==> src/rtl/csr_cfg.svh <==
// Offsets, field positions and reset values of the core register bank
`ifndef CSR_CFG_SVH
`define CSR_CFG_SVH

`define CSR_OFF_INDIRECT   7'h00
`define CSR_OFF_TIMER0     7'h01
`define CSR_OFF_PCLOW      7'h02
`define CSR_OFF_STATUS     7'h03
`define CSR_OFF_POINTER    7'h04
`define CSR_OFF_PORT_A_DATA      7'h05
`define CSR_OFF_PORT_B_DATA      7'h06
`define CSR_OFF_PORT_C_DATA      7'h07
`define CSR_OFF_POWER      7'h08
`define CSR_OFF_WAKEUP     7'h09
`define CSR_OFF_PCBUF      7'h0a
`define CSR_SFR_LAST       7'h1f

`define CSR_ST_CARRY       0
`define CSR_ST_HALF        1
`define CSR_ST_ZERO        2
`define CSR_ST_PD_N        3
`define CSR_ST_TO_N        4
`define CSR_PW_LVR         3
`define CSR_PW_PA5PU       4
`define CSR_PW_LVD         5
`define CSR_PW_WDT         7

`define CSR_RST_STATUS     8'h18
`define CSR_RST_POWER      8'h98
`define CSR_RST_WAKEUP     8'hff
`define CSR_RST_PCLOW      8'h00
`define CSR_RST_ZERO8      8'h00

`endif

==> src/rtl/csr_pkg.sv <==
// Types shared by the core register bank
package csr_pkg;
   typedef enum logic [1:0] {
      CSR_SRC_INST = 2'b00,
      CSR_SRC_EXT  = 2'b01,
      CSR_SRC_LOSC = 2'b11
   } csr_tsrc_t;

   typedef enum logic [2:0] {
      CSR_BR_NONE  = 3'b000,
      CSR_BR_SJMP  = 3'b001,
      CSR_BR_SCALL = 3'b011,
      CSR_BR_LJMP  = 3'b010,
      CSR_BR_LONG_CALL = 3'b110
   } csr_branch_t;

   // Register access from the instruction core
   typedef struct packed {
      logic       rd;
      logic       wr;
      logic [6:0] addr;
      logic [7:0] wdata;
   } csr_acc_t;

   // Arithmetic flag update from the ALU
   typedef struct packed {
      logic upd;
      logic carry;
      logic half;
      logic [7:0] result;
   } csr_alu_t;

   typedef struct packed {
      logic [7:0]  timer0;
      logic [10:0] pc;
      logic [7:0]  status;
      logic [7:0]  pointer;
      logic [7:0]  latchA;
      logic [7:0]  latchB;
      logic [1:0]  latchC;
      logic [7:0]  power;
      logic [7:0]  wakeup;
      logic [2:0]  pcHigh;
      logic        extPrev;
      logic        loscPrev;
      logic [10:0] stackPush;
      logic        pushValid;
   } csr_state_t;
endpackage

==> src/rtl/csr_core_special_register_bank.sv <==
// Core special-function register bank: pointer, timer0, program counter, status, ports, power
`include "csr_cfg.svh"

// Function
// - Indirect port redirects to pointed register
// - Timer0 reads live, write replaces count
// - Timer0 clock from three selectable sources
// - Low byte of 11-bit counter, increments
// - Upper counter bits only via high buffer
// - Short jump: bits 10:9 from buffer 2:1
// - Short call: bits 10:8 from buffer, push
// - Long jump/call: all bits from instruction
// - Carry set on carry or no borrow
// - Half carry from fourth bit
// - Zero flag follows result equal zero
// - Power-down flag: set clear-wdt, cleared sleep
// - Time-out flag: set wdt/sleep, cleared timeout
// - Status 7:6 selects data bank
// - Pointer selects 128 registers; spare top bit stores
// - Port read: pin or latch per option
// - Port write loads output latch
// - Watchdog enable bit, resets to one
// - Low-voltage reset and detector enables
// - Active-low pin A5 pull-up control
// - Port B wake-up enables, reset ones
// - Special offsets mirror across all banks
module csr_core_special_register_bank (
   // Clock and reset
   input  wire logic                 core_clk,
   input  wire logic                 sys_rst,
   // Register access from the core, one instruction per cycle
   input  wire csr_pkg::csr_acc_t    acc,
   output logic      [7:0]           rdata,
   // General-purpose memory behind the pointer and bank bits
   output logic                      gprRd,
   output logic                      gprWr,
   output logic      [8:0]           gprAddr,
   output logic      [7:0]           gprWdata,
   input  wire logic [7:0]           gprRdata,
   // Instruction flow
   input  wire logic                 instDone,
   input  wire csr_pkg::csr_branch_t branch,
   input  wire logic [10:0]          branchTarget,
   output logic      [10:0]          pcOut,
   output logic                      stackPushValid,
   output logic      [10:0]          stackPushAddr,
   // Arithmetic results
   input  wire csr_pkg::csr_alu_t    alu,
   // Power events
   input  wire logic                 sleepExec,
   input  wire logic                 clrWdtExec,
   input  wire logic                 wdtTimeout,
   // Timer0 sources and configuration
   input  wire logic                 timer0ModeBit,
   input  wire logic                 cfgTimer0LowOsc,
   input  wire logic                 externalTimerClockPin,
   input  wire logic                 lowOscClk,
   // Port pins and direction
   input  wire logic [7:0]           pinA,
   input  wire logic [7:0]           pinB,
   input  wire logic [1:0]           pinC,
   input  wire logic [7:0]           dirOutA,
   input  wire logic [7:0]           dirOutB,
   input  wire logic [1:0]           dirOutC,
   input  wire logic                 portReadSourceOption,
   output logic      [7:0]           latchA,
   output logic      [7:0]           latchB,
   output logic      [1:0]           latchC,
   // Power control, wake-up enables and bank select
   output logic                      watchdogEnable,
   output logic                      lowVoltageResetEnable,
   output logic                      lowVoltageDetectEnable,
   output logic                      pa5PullupDisable,
   output logic      [7:0]           pinWakeupEnable,
   output logic      [1:0]           bankSelect
);

   csr_pkg::csr_state_t state_q;
   csr_pkg::csr_state_t state_d;
   csr_pkg::csr_tsrc_t  tsrc;
   logic                indirect;
   logic [6:0]          effAddr;
   logic                isSfr;
   logic                tick;
   logic [7:0]          rdMux;

   // Timer0 source: mode bit picks external, config picks low oscillator
   always_comb begin
      if (timer0ModeBit) begin
         tsrc = csr_pkg::CSR_SRC_EXT;
      end else if (cfgTimer0LowOsc) begin
         tsrc = csr_pkg::CSR_SRC_LOSC;
      end else begin
         tsrc = csr_pkg::CSR_SRC_INST;
      end
   end

   // Slow clocks are sampled as levels; a tick is one rising edge seen
   always_comb begin
      unique case (tsrc)
         csr_pkg::CSR_SRC_INST: tick = instDone;
         csr_pkg::CSR_SRC_EXT:  tick = externalTimerClockPin & ~state_q.extPrev;
         csr_pkg::CSR_SRC_LOSC: tick = lowOscClk & ~state_q.loscPrev;
      endcase
   end

   // Indirect access swaps in the pointer's low seven bits
   assign indirect = (acc.addr == `CSR_OFF_INDIRECT);
   assign effAddr  = indirect ? state_q.pointer[6:0] : acc.addr;
   // Low offsets are the same registers in every bank
   assign isSfr    = (effAddr <= `CSR_SFR_LAST);

   // Pointer at zero again points at itself; treated as reading zero
   assign gprRd    = acc.rd & ~isSfr;
   assign gprWr    = acc.wr & ~isSfr;
   assign gprAddr  = {state_q.status[7:6], effAddr};
   assign gprWdata = acc.wdata;

   // Read mux; ports pick pin or latch for output bits
   always_comb begin
      rdMux = `CSR_RST_ZERO8;
      unique case (effAddr)
         `CSR_OFF_TIMER0:  rdMux = state_q.timer0;
         `CSR_OFF_PCLOW:   rdMux = state_q.pc[7:0];
         `CSR_OFF_STATUS:  rdMux = state_q.status;
         `CSR_OFF_POINTER: rdMux = state_q.pointer;
         `CSR_OFF_PORT_A_DATA:   rdMux = portReadSourceOption
                                   ? ((dirOutA & state_q.latchA) | (~dirOutA & pinA))
                                   : pinA;
         `CSR_OFF_PORT_B_DATA:   rdMux = portReadSourceOption
                                   ? ((dirOutB & state_q.latchB) | (~dirOutB & pinB))
                                   : pinB;
         `CSR_OFF_PORT_C_DATA:   rdMux = {6'h00, portReadSourceOption
                                   ? ((dirOutC & state_q.latchC) | (~dirOutC & pinC))
                                   : pinC};
         `CSR_OFF_POWER:   rdMux = state_q.power;
         `CSR_OFF_WAKEUP:  rdMux = state_q.wakeup;
         `CSR_OFF_PCBUF:   rdMux = {5'h00, state_q.pcHigh};
         default:          rdMux = isSfr ? `CSR_RST_ZERO8 : gprRdata;
      endcase
   end
   assign rdata = rdMux;

   // Next-state: writes land at the end of the cycle, seen next instruction
   always_comb begin
      logic [10:0] pcNext;
      pcNext            = state_q.pc;
      state_d           = state_q;
      state_d.extPrev   = externalTimerClockPin;
      state_d.loscPrev  = lowOscClk;
      state_d.pushValid = 1'b0;

      if (tick) begin
         state_d.timer0 = state_q.timer0 + 8'h01;
      end

      // Counter advance or branch load
      if (instDone) begin
         pcNext = state_q.pc + 11'h001;
         unique case (branch)
            csr_pkg::CSR_BR_NONE: ;
            csr_pkg::CSR_BR_SJMP: begin
               pcNext = {state_q.pcHigh[2:1], branchTarget[8:0]};
            end
            csr_pkg::CSR_BR_SCALL: begin
               pcNext            = {state_q.pcHigh, branchTarget[7:0]};
               state_d.stackPush = state_q.pc + 11'h001;
               state_d.pushValid = 1'b1;
            end
            csr_pkg::CSR_BR_LJMP: begin
               pcNext = branchTarget;
            end
            csr_pkg::CSR_BR_LONG_CALL: begin
               pcNext            = branchTarget;
               state_d.stackPush = state_q.pc + 11'h001;
               state_d.pushValid = 1'b1;
            end
            default: ;
         endcase
      end
      state_d.pc = pcNext;

      // Arithmetic flags; a direct status write below overrides them
      if (alu.upd) begin
         state_d.status[`CSR_ST_CARRY] = alu.carry;
         state_d.status[`CSR_ST_HALF]  = alu.half;
         state_d.status[`CSR_ST_ZERO]  = (alu.result == 8'h00);
      end

      // Register writes, both direct and through the pointer
      if (acc.wr && isSfr) begin
         unique case (effAddr)
            `CSR_OFF_TIMER0:  state_d.timer0  = acc.wdata;
            `CSR_OFF_PCLOW: begin
               // Writing the low byte jumps, upper bits from the buffer
               state_d.pc = {state_q.pcHigh, acc.wdata};
            end
            `CSR_OFF_STATUS:  state_d.status  = acc.wdata;
            `CSR_OFF_POINTER: state_d.pointer = acc.wdata;
            `CSR_OFF_PORT_A_DATA:   state_d.latchA  = acc.wdata;
            `CSR_OFF_PORT_B_DATA:   state_d.latchB  = acc.wdata;
            `CSR_OFF_PORT_C_DATA:   state_d.latchC  = acc.wdata[1:0];
            `CSR_OFF_POWER:   state_d.power   = acc.wdata;
            `CSR_OFF_WAKEUP:  state_d.wakeup  = acc.wdata;
            `CSR_OFF_PCBUF:   state_d.pcHigh  = acc.wdata[2:0];
            default: ;
         endcase
      end

      // Power events win over a software write to the same bits
      if (clrWdtExec) begin
         state_d.status[`CSR_ST_PD_N] = 1'b1;
         state_d.status[`CSR_ST_TO_N] = 1'b1;
      end
      if (sleepExec) begin
         state_d.status[`CSR_ST_PD_N] = 1'b0;
         state_d.status[`CSR_ST_TO_N] = 1'b1;
      end
      if (wdtTimeout) begin
         state_d.status[`CSR_ST_TO_N] = 1'b0;
      end
   end

   // Single state register; power-up values on reset
   always_ff @(posedge core_clk) begin
      if (sys_rst) begin
         state_q           <= '0;
         state_q.pc        <= {3'h0, `CSR_RST_PCLOW};
         state_q.status    <= `CSR_RST_STATUS;
         state_q.power     <= `CSR_RST_POWER;
         state_q.wakeup    <= `CSR_RST_WAKEUP;
      end else begin
         state_q <= state_d;
      end
   end

   // Outputs straight from the state register
   assign pcOut                  = state_q.pc;
   assign stackPushValid         = state_q.pushValid;
   assign stackPushAddr          = state_q.stackPush;
   assign latchA                 = state_q.latchA;
   assign latchB                 = state_q.latchB;
   assign latchC                 = state_q.latchC;
   assign watchdogEnable         = state_q.power[`CSR_PW_WDT];
   assign lowVoltageResetEnable  = state_q.power[`CSR_PW_LVR];
   assign lowVoltageDetectEnable = state_q.power[`CSR_PW_LVD];
   assign pa5PullupDisable       = state_q.power[`CSR_PW_PA5PU];
   assign pinWakeupEnable        = state_q.wakeup;
   assign bankSelect             = state_q.status[7:6];

endmodule

==> config.mk <==
export PLATFORM = sky130hd
export DESIGN_NAME = csr_core_special_register_bank
export DESIGN_NICKNAME = d
export VERILOG_FILES = /design/src/rtl/csr_pkg.sv /design/src/rtl/csr_core_special_register_bank.sv
export VERILOG_INCLUDE_DIRS = /design/src /design/src/rtl
export SDC_FILE = /design/constraint.sdc
export NUM_CORES = 1
export LEC_CHECK = 0
export ABC_AREA = 1
export BUFFER_PORTS_ARGS = -buffer_cell sky130_fd_sc_hd__buf_2
export CAP_MARGIN = 10
export CORE_ASPECT_RATIO = 0.6
export CORE_MARGIN = 5
export CORE_UTILIZATION = 47
export DETAILED_ROUTE_END_ITERATION = 12
export GPL_TIMING_DRIVEN = 0
export PLACE_DENSITY = 0.76
export SYNTH_ARGS = -nofsm -noshare
export SYNTH_HDL_FRONTEND = slang
export SYNTH_SLANG_ARGS = --single-unit
export TNS_END_PERCENT = 5
==> constraint.sdc <==
create_clock -name core_clk -period 1.7 [get_ports core_clk]
set_input_delay 0.17 -clock core_clk [delete_from_list [all_inputs] [get_ports core_clk]]
set_output_delay 0.17 -clock core_clk [all_outputs]
set_load 0.02 [all_outputs]
==> results.yml <==
status:
  status: "complete, but fails checks"
  violations: "setup timing"
final_layout:
  layout.filler_cells: 992
  end_of_flow_core_utilization_pct: 68.5
  antennaDiodeCount: 0
  mostFrequentLayoutCell: "sky130_fd_sc_hd__buf_2"
  layoutNonFillerInstCount: 1189
  area_growth_pct: 42.4
  drive_gt1_share_pct: 41.1
  final_cell_mix: "165 x sky130_fd_sc_hd__buf_2, 121 x sky130_fd_sc_hd__nand2_1, 87 x sky130_fd_sc_hd__buf_4"
  finalNetCount: 1123
synth:
  synthesis.area_per_instance_sq_um: 6.76
  synthDominantCellAreaShare_pct: 31.6
  synth-warning-count: 0
  synth.cell_area_sq_um: 5450
  synthesized_instance_count: 807
  post_synthesis_sequential_area_ratio_pct: 31.6
  ys_types: 38
  synthesized_net_count: 906
  synth-seq-cells: 86
  post_synth_main_area_contributors: "sky130_fd_sc_hd__dfxtp_1 32%, sky130_fd_sc_hd__nand2_1 10%, sky130_fd_sc_hd__buf_4 8.5%, sky130_fd_sc_hd__o21ai_0 8.2%, sky130_fd_sc_hd__a21oi_1 6.9%"
  synth_largest_area_cell: "sky130_fd_sc_hd__dfxtp_1"
place:
  post-dp-hpwl_microns: 15800
  placement.io_buffers: 176
  finalWeightedCongestion: 1.00
  place_inst: 1143
worst_setup_path:
  criticalPathCategory: "reg -> out"
  setup.worst_path.start_class: "flip-flop"
  critPathMostFrequentCell: "sky130_fd_sc_hd__buf_12"
  cp.buffers_inverters: 5
  critical-path-slowest-cell: "sky130_fd_sc_hd__dfxtp_2"
  timing.critical_path.cells: "inv_4 -> o21ai_4 -> nor2_4 -> buf_12 -> buf_16 -> buf_12 -> nand3_2 -> o21ai_2 -> nor2_2 -> nand4_1 -> buf_6"
  category_of_cells_accounting_for_the_largest_share_of_critical_path_delay: "buffers and inverters"
  critical_path_required_ns: 1.53
  max_stage_delay_ns: 0.35
  crit_arrival_ns: 2.06
  worstPathMaxFanout: 6
  timing.critical_path.to_type: "primary output"
grt:
  grt_start_max_net_pins: 15
  grt_pass1_wl_microns: 31900
  global_route.usage.total_pct: 29.9
  first_global_vias: 5766
  grt_antenna_before_repair: 0
  globalRoute.totalOverflow: 0
floorplan:
  floorplan.core_area_sq_um: 11300
  initial_utilization_pct: 48.1
  dieWidth_microns: 149
  die_area_sq_um: 13900
  std_cell_rows: 30
  floorplan.die.height_microns: 93.4
  ioPinCount: 179
route:
  route.final.wire_length_microns: 21800
  avgRoutedWirePerCell_microns: 18.3
  drc_errors: 0
  drt_pass1_iterations: 6
  via_count: 6439
  drtIter0Drc: 746
  final_antenna_net_count: 0
  post_drt_via_cell_ratio: 5.42
sta:
  slew_viols_final: 0
  fmaxAchievable_mhz: 448
  clock_skew_ns: 0.00968
  setup-tns-final_ns: -7.54
  timing.final.crit_share_pct: 131
  rsz0062_at_grt: "yes"
  transition_time_at_the_pin_with_the_least_slew_margin_ns: 0.698
  fin_ws_ns: -0.534
  timing.slew.headroom_pct: 53.4
  final_hold_vios: 0
  setup_viol: 56
  finalWorstPathRequiredPeriod_ns: 2.23
power_and_ir_drop:
  power.density_nw_per_um2: 671
  worst_vdd_drop_mv: 0.451
  power.static_leakage_uw: 0.00372
hold_path:
  hold_path_class: "in -> reg"
clocking:
  tritoncts: "done"
  root_buffer_cell: "sky130_fd_sc_hd__clkbuf_16"
  cts_max_level: 3
  path_clk_slew_ns: 0.06
  cts_buffer_depth: 2
  postCtsHoldBufs: 0
  clk-insertion-delay-late_ns: 0.35
  cts.sinks: 86
  cts_buffers: 9
flow_run:
  max_cap_viol_count: 0
tightest hold or removal path, stage by stage:
cell,delay [ns]
sky130_fd_sc_hd__buf_2,0.08
sky130_fd_sc_hd__inv_1,0.04
sky130_fd_sc_hd__nor2_1,0.07
synthesized netlist by cell type, drive strengths merged:
cell type / n
a211oi: 1
nand3: 67
nand2: 154
o22ai: 1
nor2: 69
o21ai: 108
inv: 91
a221oi: 2
clkbuf: 14
buf: 78
a31oi: 8
o211ai: 16
nor4: 2
mux2: 5
xnor2: 1
nor3: 4
a31o: 1
clkinv: 1
dfxtp: 86
nand4: 9
a21oi: 75
xor2: 12
ha: 2
cells by family (layout without fill, tap and decap cells):
family	Yosys count	count (layout)	synth area share, %
and+or+nand+nor	305	305	25.7
AOI/OAI and AO/OA	212	212	20.9
buffers and inverters	184	406	18.3
DFF	86	86	31.6
xor gates and xnor gates	13	13	2.09
muxes	5	5	1.03
adders and majority gates	2	2	0.459
worst paths after layout:
check           endpoint  slack [ns]                  start  cells after the start
max             rdata[1]       -0.53            state_q[55]                     11
min          state_q[13]        0.05  externalTimerClockPin                      3
max reg2reg  state_q[58]       -0.18            state_q[56]                     11
min reg2reg  state_q[58]        0.47            state_q[58]                      2
power breakdown:
part | leakage [uW] | switching [uW] | internal (uW)
logic | 0.00287 | 629 | 428
registers | 0.000701 | 53.0 | 2070
clock network | 0.000147 | 848 | 1190
metal layers:
| layer | vias to the layer above | share of wire [%] | wire length [microns] | track usage (%) |
|---|---|---|---|---|
| li1 | 3058 | - | - | - |
| met1 | 2916 | 44 | 9550 | 43.9 |
| met2 | 418 | 40 | 8730 | 41.5 |
| met3 | 47 | 14 | 3020 | 11.2 |
| met4 | 0 | 2.2 | 469 | 5.56 |
| met5 | - | 0 | 0 | 0 |
final cells by class:
| cell class | count | area, sq um | share of cell area, % |
|---|---|---|---|
| Inverter | 92 | 353 | 4.54 |
| Buffer | 92 | 729 | 9.39 |
| Tap cell | 160 | 200 | 2.58 |
| Clock inverter | 4 | 56.3 | 0.725 |
| Clock buffer | 12 | 246 | 3.17 |
| Sequential cell | 86 | 1730 | 22.2 |
| Multi-Input combinational cell | 537 | 3160 | 40.7 |
| Timing Repair Buffer | 206 | 1290 | 16.6 |
registers in the layout, indices dropped and copies added (netlist names), 2 cells and up:
name	cells
state_q	31
latchB	8
latchA	8
latchC	2
bankSelect	2
pcOut	11
stackPushAddr	11
pinWakeupEnable	8
through the flow:
step | area, sq um | power, uW | hold WS (ns) | setup WS, ns
floorplan | 5570 | 2680 | 0.292 | -0.0703
global placement | 6650 | 3030 | 0.385 | -0.619
detailed placement | 6650 | 3040 | 0.401 | -0.632
CTS | 7480 | 5130 | 0.0464 | -0.410
global route | 7770 | 5390 | 0.0728 | -0.593
finish | 7770 | 5210 | 0.0476 | -0.534
timing repair:
action                     in CTS  in global routing
pin swaps                      32                 25
cloned                          4                  0
setup endpoints to repair      61                 80
buffers inserted               18                  8
resized for setup              95                 69
Note: power is estimated with default switching activity, not from simulation.
